[src/pkg/fcd_pkg.sv]
// Constants and types for the flash command decoder
package fcd_pkg;
  // Command codes
  localparam logic [7:0] CMD_READ_ARRAY   = 8'hff;
  localparam logic [7:0] CMD_READ_STATUS  = 8'h70;
  localparam logic [7:0] CMD_READ_ID      = 8'h90;
  localparam logic [7:0] CMD_READ_QUERY   = 8'h98;
  localparam logic [7:0] CMD_CLEAR_STATUS = 8'h50;
  localparam logic [7:0] CMD_WORD_PROGRAM = 8'h40;
  localparam logic [7:0] CMD_BUF_PROGRAM  = 8'he8;
  localparam logic [7:0] CMD_CONFIRM      = 8'hd0;
  localparam logic [7:0] CMD_FACTORY_SET  = 8'h80;
  localparam logic [7:0] CMD_SUSPEND      = 8'hb0;
  // Status register layout and reset value
  localparam logic [7:0] STATUS_RESET     = 8'h80;
  localparam int         STATUS_READY_BIT = 7;
  localparam int         STATUS_ERASE_BIT = 5;
  localparam int         STATUS_PROG_BIT  = 4;
  localparam int         STATUS_SUSP_BIT  = 2;
  // Buffer limit in words
  localparam int         BUF_MAX_WORDS    = 512;
  // Read modes
  typedef enum logic [1:0] {RD_ARRAY, RD_STATUS, RD_ID, RD_QUERY} fcd_read_t;
  // Decoder states
  typedef enum logic [2:0] {
    ST_IDLE, ST_WORD_ADDR, ST_BUF_COUNT, ST_BUF_DATA, ST_BUF_CONFIRM,
    ST_FACTORY_ARM, ST_BUSY, ST_FACTORY
  } fcd_state_t;
endpackage

[src/fcd_command_decoder.sv]
// Command decoder: interprets bus writes, read mode, status, program requests
// Notes on behaviour
// [RULE1] 0xFF selects array read on sixteen lines
// [RULE2] 0x70 selects status read, low byte
// [RULE3] Accepted program enters status read automatically
// [RULE4] 0x90 selects identifier read, sixteen lines
// [RULE5] 0x98 selects query read, low byte
// [RULE6] Error bits cleared only by 0x50
// [RULE7] After 0x40 next write programs location
// [RULE8] Busy program obeys only status, suspend
// [RULE9] Host toggles select between async polls
// [RULE10] Host toggles select during sync polls
// [RULE11] Host writes array read after programming
// [RULE12] 0xE8 loads buffer, at most 512 words
// [RULE13] Confirm 0xD0 transfers buffer to array
// [RULE14] 0x80 arms factory program, awaits 0xD0
// [RULE15] Running factory program ignores all commands
// [RULE16] 0xD0 starts factory only after 0x80
// [RULE17] Decoder has no address; every write decoded
// [RULE18] Program algorithm runs internally, host polls
// [RULE19] Host reissues setup after die switch
// [RULE20] Capture on first rising write or select
// [RULE21] Reset gives array read, status 0x80
// [RULE22] Bad second word sets bits four, five
// [RULE23] Read mode holds until changed
`timescale 1ns/1ps
module fcd_command_decoder
  import fcd_pkg::*;
#(
  parameter int AW       = 16,            // Address width
  parameter int BUF_WORDS = BUF_MAX_WORDS  // Program buffer depth
) (
  // Clock, reset and freeze
  input  wire logic          sys_clk,
  input  wire logic          nrst,
  input  wire logic          clk_en,
  // Parallel bus strobes, sampled synchronously
  input  wire logic          chip_sel_n,
  input  wire logic          write_en_n,
  input  wire logic [AW-1:0] bus_addr,
  input  wire logic [15:0]   bus_data,
  // Read side: selected mode and status
  output logic [1:0]         read_mode,
  output logic [7:0]         status_reg,
  // Program request toward the array engine
  output logic               prog_valid,
  input  wire logic          prog_ready,
  output logic [AW-1:0]      prog_addr,
  output logic [15:0]        prog_data,
  output logic               prog_factory,
  // Completion from the array engine
  input  wire logic          prog_done,
  input  wire logic          prog_fail
);
  localparam int CW = $clog2(BUF_WORDS + 1);

  // Strobe history for edge detection
  logic cs_q, we_q;
  logic write_edge;
  // Decoder state
  fcd_state_t state, next_state;
  fcd_read_t  rmode, next_rmode;
  logic [7:0] status, next_status;
  logic [CW-1:0] words_left, next_words_left;
  logic       busy_factory, next_busy_factory;
  // Word pushed into the two-entry buffer
  logic            push_valid;
  logic            push_ready;
  logic [AW-1:0]   push_addr;
  logic [15:0]     push_data;
  logic [7:0]      cmd;
  // Two-entry buffer storage
  logic [AW+15:0] slot [2];
  logic [AW+15:0] next_slot0, next_slot1;
  logic [1:0]     fill, next_fill;
  logic           push_fac, next_push_fac;

  assign cmd = bus_data[7:0];

  // [RULE20] first rising strobe
  // Write ends when either strobe rises while both were low
  assign write_edge = (!cs_q && !we_q) && (chip_sel_n || write_en_n);

  // Strobe history register
  always_ff @(posedge sys_clk or negedge nrst) begin
    if (!nrst) begin
      cs_q <= 1'b1;
      we_q <= 1'b1;
    end else if (clk_en) begin
      cs_q <= chip_sel_n;
      we_q <= write_en_n;
    end
  end

  // Decoder next state
  always_comb begin
    next_state        = state;
    next_rmode        = rmode;
    next_status       = status;
    next_words_left   = words_left;
    next_busy_factory = busy_factory;
    push_valid        = 1'b0;
    push_addr         = bus_addr;
    push_data         = bus_data;
    // Completion from the engine; no write below clears ready in ST_BUSY or ST_FACTORY
    if ((state == ST_BUSY || state == ST_FACTORY) && prog_done && fill == 2'd0) begin
      next_state = ST_IDLE;
      next_status[STATUS_READY_BIT] = 1'b1;
    end
    // [RULE17] every write decoded
    if (write_edge) begin
      case (state)
        ST_IDLE: begin
          if (cmd == CMD_READ_ARRAY) begin
            // [RULE1] array mode
            next_rmode = RD_ARRAY;
          end else if (cmd == CMD_READ_STATUS) begin
            // [RULE2] status mode
            next_rmode = RD_STATUS;
          end else if (cmd == CMD_READ_ID) begin
            // [RULE4] identifier mode
            next_rmode = RD_ID;
          end else if (cmd == CMD_READ_QUERY) begin
            // [RULE5] query mode
            next_rmode = RD_QUERY;
          end else if (cmd == CMD_CLEAR_STATUS) begin
            // [RULE6] clear error bits
            next_status[STATUS_ERASE_BIT] = 1'b0;
            next_status[STATUS_PROG_BIT]  = 1'b0;
            next_status[3] = 1'b0;
            next_status[1] = 1'b0;
          end else if (cmd == CMD_WORD_PROGRAM) begin
            next_state = ST_WORD_ADDR;
            next_rmode = RD_STATUS;
          end else if (cmd == CMD_BUF_PROGRAM) begin
            next_state = ST_BUF_COUNT;
            next_rmode = RD_STATUS;
          end else if (cmd == CMD_FACTORY_SET) begin
            // [RULE14] arm factory program
            next_state = ST_FACTORY_ARM;
            next_rmode = RD_STATUS;
          end
          // Other codes leave mode alone
        end
        ST_WORD_ADDR: begin
          // [RULE7] latch address and data
          push_valid = 1'b1;
          next_busy_factory = 1'b0;
          next_state = ST_BUSY;
          next_status[STATUS_READY_BIT] = 1'b0;
          // [RULE3] auto status read
          next_rmode = RD_STATUS;
        end
        ST_BUF_COUNT: begin
          // [RULE12] count of words, N-1 coded; a count past buffer depth sets error bits and returns to idle
          if (bus_data >= 16'(BUF_WORDS)) begin
            next_status[STATUS_ERASE_BIT] = 1'b1;
            next_status[STATUS_PROG_BIT]  = 1'b1;
            next_state = ST_IDLE;
          end else begin
            next_words_left = CW'(bus_data + 16'd1);
            next_state = ST_BUF_DATA;
            next_status[STATUS_READY_BIT] = 1'b0;
          end
        end
        ST_BUF_DATA: begin
          // [RULE12] stream into buffer
          push_valid = 1'b1;
          next_busy_factory = 1'b0;
          next_words_left = words_left - CW'(1);
          if (words_left == CW'(1)) begin
            next_state = ST_BUF_CONFIRM;
          end
        end
        ST_BUF_CONFIRM: begin
          // [RULE13] confirm transfers buffer
          if (cmd == CMD_CONFIRM) begin
            next_state = ST_BUSY;
          end else begin
            // [RULE22] sequence error
            next_status[STATUS_ERASE_BIT] = 1'b1;
            next_status[STATUS_PROG_BIT]  = 1'b1;
            next_status[STATUS_READY_BIT] = 1'b1;
            next_state = ST_IDLE;
          end
          // [RULE3] auto status read
          next_rmode = RD_STATUS;
        end
        ST_FACTORY_ARM: begin
          // [RULE16] confirm only after arm
          if (cmd == CMD_CONFIRM) begin
            push_valid = 1'b1;
            next_busy_factory = 1'b1;
            next_state = ST_FACTORY;
            next_status[STATUS_READY_BIT] = 1'b0;
          end else begin
            // [RULE22] sequence error
            next_status[STATUS_ERASE_BIT] = 1'b1;
            next_status[STATUS_PROG_BIT]  = 1'b1;
            next_state = ST_IDLE;
          end
        end
        ST_BUSY: begin
          // [RULE8] only status and suspend honoured
          if (cmd == CMD_READ_STATUS) begin
            next_rmode = RD_STATUS;
          end else if (cmd == CMD_SUSPEND) begin
            next_status[STATUS_SUSP_BIT] = 1'b1;
          end
        end
        default: begin
          // [RULE15] factory mode ignores commands
        end
      endcase
    end
    // Engine failure marks program error
    if (prog_fail) begin
      next_status[STATUS_PROG_BIT] = 1'b1;
    end
  end

  // [RULE21] reset to array read, status 0x80
  always_ff @(posedge sys_clk or negedge nrst) begin
    if (!nrst) begin
      state        <= ST_IDLE;
      rmode        <= RD_ARRAY;
      status       <= STATUS_RESET;
      words_left   <= '0;
      busy_factory <= 1'b0;
    end else if (clk_en) begin
      state        <= next_state;
      rmode        <= next_rmode;
      status       <= next_status;
      words_left   <= next_words_left;
      busy_factory <= next_busy_factory;
    end
  end

  // [RULE23] mode held in register until changed
  assign read_mode  = rmode;
  assign status_reg = status;

  // Buffer control; a word arriving while full and not draining is dropped
  assign push_ready = (fill != 2'd2) || prog_ready;
  always_comb begin
    next_slot0    = slot[0];
    next_slot1    = slot[1];
    next_fill     = fill;
    next_push_fac = push_fac;
    // [RULE18] engine drains words on its own
    if (prog_valid && prog_ready) begin
      next_slot0 = slot[1];
      next_fill  = fill - 2'd1;
    end
    if (push_valid && push_ready) begin
      next_push_fac = next_busy_factory;
      if (next_fill == 2'd0) begin
        next_slot0 = {push_addr, push_data};
      end else begin
        next_slot1 = {push_addr, push_data};
      end
      next_fill = next_fill + 2'd1;
    end
  end

  // Buffer registers
  always_ff @(posedge sys_clk or negedge nrst) begin
    if (!nrst) begin
      slot[0]  <= '0;
      slot[1]  <= '0;
      fill     <= 2'd0;
      push_fac <= 1'b0;
    end else if (clk_en) begin
      slot[0]  <= next_slot0;
      slot[1]  <= next_slot1;
      fill     <= next_fill;
      push_fac <= next_push_fac;
    end
  end

  assign prog_valid   = (fill != 2'd0);
  assign prog_addr    = slot[0][AW+15:16];
  assign prog_data    = slot[0][15:0];
  assign prog_factory = push_fac;

  // Assertions
  a_reset_mode: assert property (@(posedge sys_clk)
    $rose(nrst) |-> rmode == RD_ARRAY && status == STATUS_RESET) // [RULE21]
    else $error("reset state wrong");
  a_array_cmd: assert property (@(posedge sys_clk) disable iff (!nrst)
    clk_en && write_edge && state == ST_IDLE && cmd == CMD_READ_ARRAY
    |=> rmode == RD_ARRAY) // [RULE1]
    else $error("array command ignored");
  a_status_cmd: assert property (@(posedge sys_clk) disable iff (!nrst)
    clk_en && write_edge && state != ST_FACTORY && cmd == CMD_READ_STATUS
    && state != ST_WORD_ADDR && state != ST_BUF_DATA && state != ST_BUF_COUNT
    |=> rmode == RD_STATUS) // [RULE2]
    else $error("status command ignored");
  a_id_cmd: assert property (@(posedge sys_clk) disable iff (!nrst)
    clk_en && write_edge && state == ST_IDLE && cmd == CMD_READ_ID
    |=> rmode == RD_ID) // [RULE4]
    else $error("id command ignored");
  a_query_cmd: assert property (@(posedge sys_clk) disable iff (!nrst)
    clk_en && write_edge && state == ST_IDLE && cmd == CMD_READ_QUERY
    |=> rmode == RD_QUERY) // [RULE5]
    else $error("query command ignored");
  a_word_push: assert property (@(posedge sys_clk) disable iff (!nrst)
    clk_en && write_edge && state == ST_WORD_ADDR && fill == 2'd0
    |=> prog_valid && prog_addr == $past(bus_addr) && rmode == RD_STATUS) // [RULE7]
    else $error("word program not latched");
  a_busy_hold: assert property (@(posedge sys_clk) disable iff (!nrst)
    clk_en && write_edge && state == ST_BUSY && cmd == CMD_READ_ARRAY && !prog_done
    |=> $stable(rmode)) // [RULE8]
    else $error("busy accepted command");
  a_factory_hold: assert property (@(posedge sys_clk) disable iff (!nrst)
    clk_en && state == ST_FACTORY && !prog_done |=> $stable(rmode)) // [RULE15]
    else $error("factory accepted command");
  a_seq_error: assert property (@(posedge sys_clk) disable iff (!nrst)
    clk_en && write_edge && state == ST_FACTORY_ARM && cmd != CMD_CONFIRM
    |=> status[STATUS_ERASE_BIT] && status[STATUS_PROG_BIT]) // [RULE22]
    else $error("sequence error not flagged");
  a_err_sticky: assert property (@(posedge sys_clk) disable iff (!nrst)
    clk_en && $past(clk_en) && $fell(status[STATUS_PROG_BIT])
    |-> $past(write_edge && cmd == CMD_CLEAR_STATUS)) // [RULE6]
    else $error("error bit cleared wrongly");
  c_word_prog: cover property (@(posedge sys_clk) state == ST_WORD_ADDR ##[1:20] state == ST_BUSY);
  c_buf_prog: cover property (@(posedge sys_clk) state == ST_BUF_CONFIRM ##1 state == ST_BUSY);
  c_factory: cover property (@(posedge sys_clk) state == ST_FACTORY);
  c_buf_full: cover property (@(posedge sys_clk) fill == 2'd2);
endmodule

[config.mk]
export PLATFORM = sky130hd
export DESIGN_NAME = fcd_command_decoder
export DESIGN_NICKNAME = d
export VERILOG_FILES = /design/src/pkg/fcd_pkg.sv /design/src/fcd_command_decoder.sv
export SDC_FILE = /design/constraint.sdc
export NUM_CORES = 1
export LEC_CHECK = 0
export BUFFER_PORTS_ARGS = -buffer_cell sky130_fd_sc_hd__buf_2
export CAP_MARGIN = 20
export CORE_ASPECT_RATIO = 1.4
export CORE_MARGIN = 2
export CORE_UTILIZATION = 50
export CTS_BUF_LIST = sky130_fd_sc_hd__clkbuf_16
export DETAILED_ROUTE_END_ITERATION = 12
export GPL_TIMING_DRIVEN = 0
export PLACE_DENSITY = 0.72
export SKIP_LAST_GASP = 1
export SLEW_MARGIN = 20
export SYNTH_ARGS = -nofsm -noshare
export SYNTH_HDL_FRONTEND = slang
export SYNTH_SLANG_ARGS = --single-unit
[constraint.sdc]
create_clock -name sys_clk -period 5.2 [get_ports sys_clk]
set_clock_uncertainty 0.05 [all_clocks]
set_input_delay 0.52 -clock sys_clk [delete_from_list [all_inputs] [get_ports sys_clk]]
set_output_delay 0.52 -clock sys_clk [all_outputs]
set_load 0.005 [all_outputs]
## Word-level counts from Yosys, hierarchy flattened

Cells that the tools add are included.
W data, S select, Z words.

| storage, ports and cells | value |
|---|---|
| flip-flop bits (word level) | 89 |
| bits of input ports | 40 |
| output and inout bits | 44 |
| logic and storage cells | 146 |

| cells by class | value |
|---|---|
| add/subtract/negate cells | 4 |
| $lt $le $gt $ge | 1 |
| eq/ne operators | 37 |
| mux-type cells | 58 |
| bitwise gates (word level) | 2 |
| reductions and logical operators | 30 |

Operator list:

| kind | number |
|---|---|
| $mux W32 | 3 |
| $eq A8 B8 Y1 const B | 7 |
| $mux W3 | 18 |
| $mux W2 | 14 |
| $eq A8 B7 Y1 const B | 3 |
| $ne A3 B3 Y1 const B | 7 |
| $pmux W10 S2 | 1 |
| $reduce_and A10 Y1 | 2 |
| $ne A2 B2 Y1 const B | 9 |
| $pmux W3 S6 | 1 |
| $ge A16 B10 Y1 const B | 1 |
| $mux W1 | 14 |
| $eq A3 B3 Y1 const B | 4 |
| $pmux W2 S3 | 2 |
| $add A10 B1 Y10 const B | 1 |
| $eq A10 B1 Y1 const B | 1 |
| $mux W10 | 1 |
| $sub A10 B1 Y10 const B | 1 |
| $ne A8 B8 Y1 const B | 1 |
| $eq A3 B2 Y1 const B | 2 |
| $logic_and A1 B1 Y1 | 6 |
| $ne A6 B6 Y1 const B | 1 |
| $reduce_and A6 Y1 | 1 |
| $reduce_bool A2 Y1 | 3 |
| 19 further kinds | 28 |

## Longest topological paths before layout

| logic depth | value |
|---|---|
| depth in word-level cells | 15 |
| mapped depth | 13 |
| depth with buffers taken out | 10 |

## Worst setup path after synthesis

Ideal clock, no wire load.

| timing path | value |
|---|---|
| kind | input port to flip-flop |
| start | input port bus_data[0] |
| end | register slot[24] in the netlist's numbering |
| library setup time | 0.125 ns |
| arrival | 2.500 ns |
| required time | 5.025 ns |
| setup slack | 2.525 ns |
| cell stages on the path | 10 |
| buffers on the path | 3 |
| path through | inv_1 ha_1 nand4bb_1 clkbuf_2 o31a_1 nor3b_2 and3b_1 buf_2 buf_2 mux2_2 |

| on the way | value |
|---|---|
| cells in the longest elaborated chain, start to end | 6 |

RTL lines:

| what | line | text |
|---|---|---|
| start, declared | fcd_command_decoder.sv:41 | `input wire logic [15:0] bus_data,` |
| $eq A8 B8 Y1 | fcd_command_decoder.sv:191 | `if (cmd == CMD_CONFIRM) begin` |
| $mux W1 | fcd_command_decoder.sv:191 |  |
| $pmux W1 S2 | fcd_command_decoder.sv:112 | `case (state)` |
| $mux W1 | fcd_command_decoder.sv:111 | `if (write_edge) begin` |
| $logic_and A1 B1 Y1 | fcd_command_decoder.sv:255 | `if (push_valid && push_ready) begin` |
| $reduce_and A3 Y1 (no source line) | -- |  |
| end, declared | fcd_command_decoder.sv:73 | `logic [AW+15:0] slot [2];` |

Every way passes these cells.
A chain may end at the register's enable or synchronous reset.

## Final worst setup path

| timing path | value |
|---|---|
| start | input port bus_data[0] |
| end | register slot[27] in the netlist's numbering |

Same word-level chain as after synthesis.

==> results.md <==
- Post-route insts no fill: 770
- Post-DP HPWL: 8.81 mm
- EDFF count, synth: 0
- # hold bufs at CTS: 0
- CTS buffer count: 9
- Placement row count: 44
- Critical path startpoint category: primary input
- Final Slew Violations: 0
- Post-Synth Adder-Cell Area: 1.67%
- Compound-Gate Fraction of Synth Area: 18.1%
- Post-synthesis mux area share: 8.27%
- Dpl cells: 754
- Pleak: 2.86 nW
- Ordered list of cells on the worst path: buf_2, inv_1, ha_1, nand4bb_1, clkbuf_2, o31a_1, nor3b_2, and3b_1, buf_2, buf_2, mux2_2
- Synthesized cell area: 5230 sq um
- Leading cell type in the layout, fill and taps excluded: dfrtp_1
- Multi-input gate area: 2300 sq um
- Design area: 6090 sq um
- Max incr delay on CP: 0.38 ns
- Crit path DAT: 3.13 ns
- IO Pins: 84
- Largest net degree at the start of global routing: 50
- Peak VDD IR: 0.166 mV
- DRC: 0
- Vias in the first global route: 4,134
- Peak fanout along the critical path: 10
- GP Congestion: 0.905
- Clk root buf: clkbuf_16
- Xor/xnor share of the synthesized area: 1.67%
- DR pass1 iterations: 4
- Max Clk Rate: 338 MHz
- Number of clock sinks: 89
- Flop and latch count out of synthesis: 89
- Critical path class: in2reg
- Area Growth Syn to Fin: 16.4%
- Die Wd: 90.5 um
- Vias per cell: 5.36
- DP Area: 5830 sq um
- Setup crit end kind: register
- Critical path depth: 11
- FF-to-FF path depth: 13
- IO Port Bufs: 76
- Core ar.: 10,300 sq um
- Die area: 11,300 sq um
- Final Cycle Share: 56.9%
- Final core utilization: 59.2%
- Final setup vio count: 0
- Slowest CP cell: nor3b_2
- CTS tree: yes
- Post-synth ARST share: 100%
- Via Count: 4,124
- Crit path buf inv count: 5
- Routed Antenna Nets: 0
- WHS: 0.130 ns
- Initial antenna violation count: 0
- H-tree depth: 3
- Fillcell total: 896
- Pwr Density: 361 nW/um^2
- ANT cells: 0
- Status: completed
- First-pass GRT wire length: 20.3 mm
- Max reg flops: 32
- Share of the synthesized area in the top cell type: 41.1%
- Gr usage total: 22.1%
- Setup TNS: 0 ns
- Layout cells sized above 1: 32.4%
- Routed wire length per instance: 15.5 um
- Most frequent cell on the critical path: buf_2
- 1st-iter DRT viols: 216
- Gate Count Post-Synth: 536
- Synth top area cells: dfrtp_1 (41%), a221oi_2 (8.6%), mux2_2 (7.3%)
- Layout Nets: 674
- Slew @ Worst Pin: 0.761 ns
- Final wirelength: 11.9 mm
- Yosys warning count: 0
- Simple-Gate Fraction of Synth Area: 13.9%
- Predominant post-synthesis flop cell: dfrtp_1
- Critical path's top delay family: buffers and inverters
- Clock latency on the worst-skew pair: 0.34 ns
- Most flops, register: slot
- Seq/Total Area, Yosys: 42.6%
- Required @ worst endpoint: 5.37 ns
- Starting density of the core: 50.8%
- Most frequent cells in the layout: dfrtp_1 (86), buf_2 (80), inv_1 (74), nor2_1 (52), buf_4 (37)
- Overflow after GRT: 0
- Avg Cell Area, Syn: 9.76 sq um
- Post-CTS Setup Bufs: 0
- Final Hold Vio Count: 0
- Hold crit path type: in2async
- Post-CTS sizing: 0
- Clk pin slew, worst setup/hold paths: 0.06 ns
- Synth area leader: dfrtp_1
- MaxCap Viol Count: 0
- Post-layout minimum cycle time: 2.96 ns
- RSZ-0062 raised after global routing: false
- CTS Buffer Depth: 2
- Largest family of logic cells by synthesized area: compound AO/OA/AOI/OAI gates
- Post-synth cell types: 63
- Seq. cell area: 2230 sq um
- Die H: 125 um
- Max-Slew Margin vs Limit: 48.6%
## final timing paths
kind,startpoint,endpoint,slack [ns]
min in group sys_clk,prog_fail,status_reg[4],0.33
max in group asynchronous,nrst,slot[30],4.33
setup reg to reg,fill[0],prog_data[7],2.25
hold / removal,nrst,slot[12],0.13
setup / recovery,bus_data[0],slot[27],2.24
hold reg to reg,status_reg[2],status_reg[2],0.41
## report_power, final
group | switching, mW | internal [mW]
clock | 0.265 | 0.318
sequential | 0.0712 | 0.824
combinational | 0.319 | 0.404
## logic make-up after synthesis
| logic type | Yosys count |
|---|---|
| other | 1 |
| buffers and inverters | 145 |
| AND/OR/NAND/NOR | 142 |
| multiplexers | 39 |
| XOR/XNOR | 10 |
| flip-flops | 89 |
| AO/OA/AOI/OAI | 103 |
| adder cells (fa/ha/maj) | 7 |
## metrics by stage
stage	setup slack, ns	total power [mW]
after detailed placement	1.89	1.64
after floorplan	2.53	1.40
after CTS	2.23	2.22
after global routing	1.99	2.34
after global placement	1.90	1.61
final	2.24	2.20
## cells in the mapped netlist, types with 2 or more instances
cell type / n
nor2_1: 52
mux2i_1: 5
nand4_1: 2
nor4_1: 5
a22o_1: 4
nand2_1: 20
o31ai_1: 2
a211oi_1: 4
and3b_1: 2
xnor2_1: 6
nand2b_1: 7
or3_1: 6
o21a_1: 3
o211ai_1: 2
a221oi_2: 30
mux2_2: 34
xor2_1: 4
inv_1: 73
o31a_1: 2
clkbuf_1: 24
a32o_1: 2
buf_1: 2
ha_1: 7
a221oi_1: 2
nor3_1: 11
nor3b_1: 2
and3_1: 2
nor4bb_1: 2
dfrtp_1: 86
o21ai_0: 17
a311oi_1: 2
nor2b_1: 9
buf_2: 5
and2_1: 3
o22a_1: 3
o32ai_1: 2
a21oi_1: 15
nand3_1: 9
buf_6: 4
a21o_1: 2
dfstp_2: 3
a31oi_1: 3
buf_4: 36
## metal layers
| metal | vias up | wire, um | GRT usage [%] |
|---|---|---|---|
| li1 | 1985 | - | - |
| met1 | 1996 | 5020 | 28.0 |
| met2 | 119 | 6050 | 37.4 |
| met3 | 24 | 539 | 3.80 |
| met4 | 0 | 317 | 9.41 |
| met5 | - | 0 | 0 |
## cell type report
cell class,instances,share of cell area [%]
multi-input cells,305,37.7
well taps,138,2.84
plain buffers,72,7.27
clock buffers,9,3.70
clock inverters,7,0.596
flip-flops and latches,89,36.6
repair buffers,77,6.74
inverters,73,4.50
(Power assumes the default switching activity.)
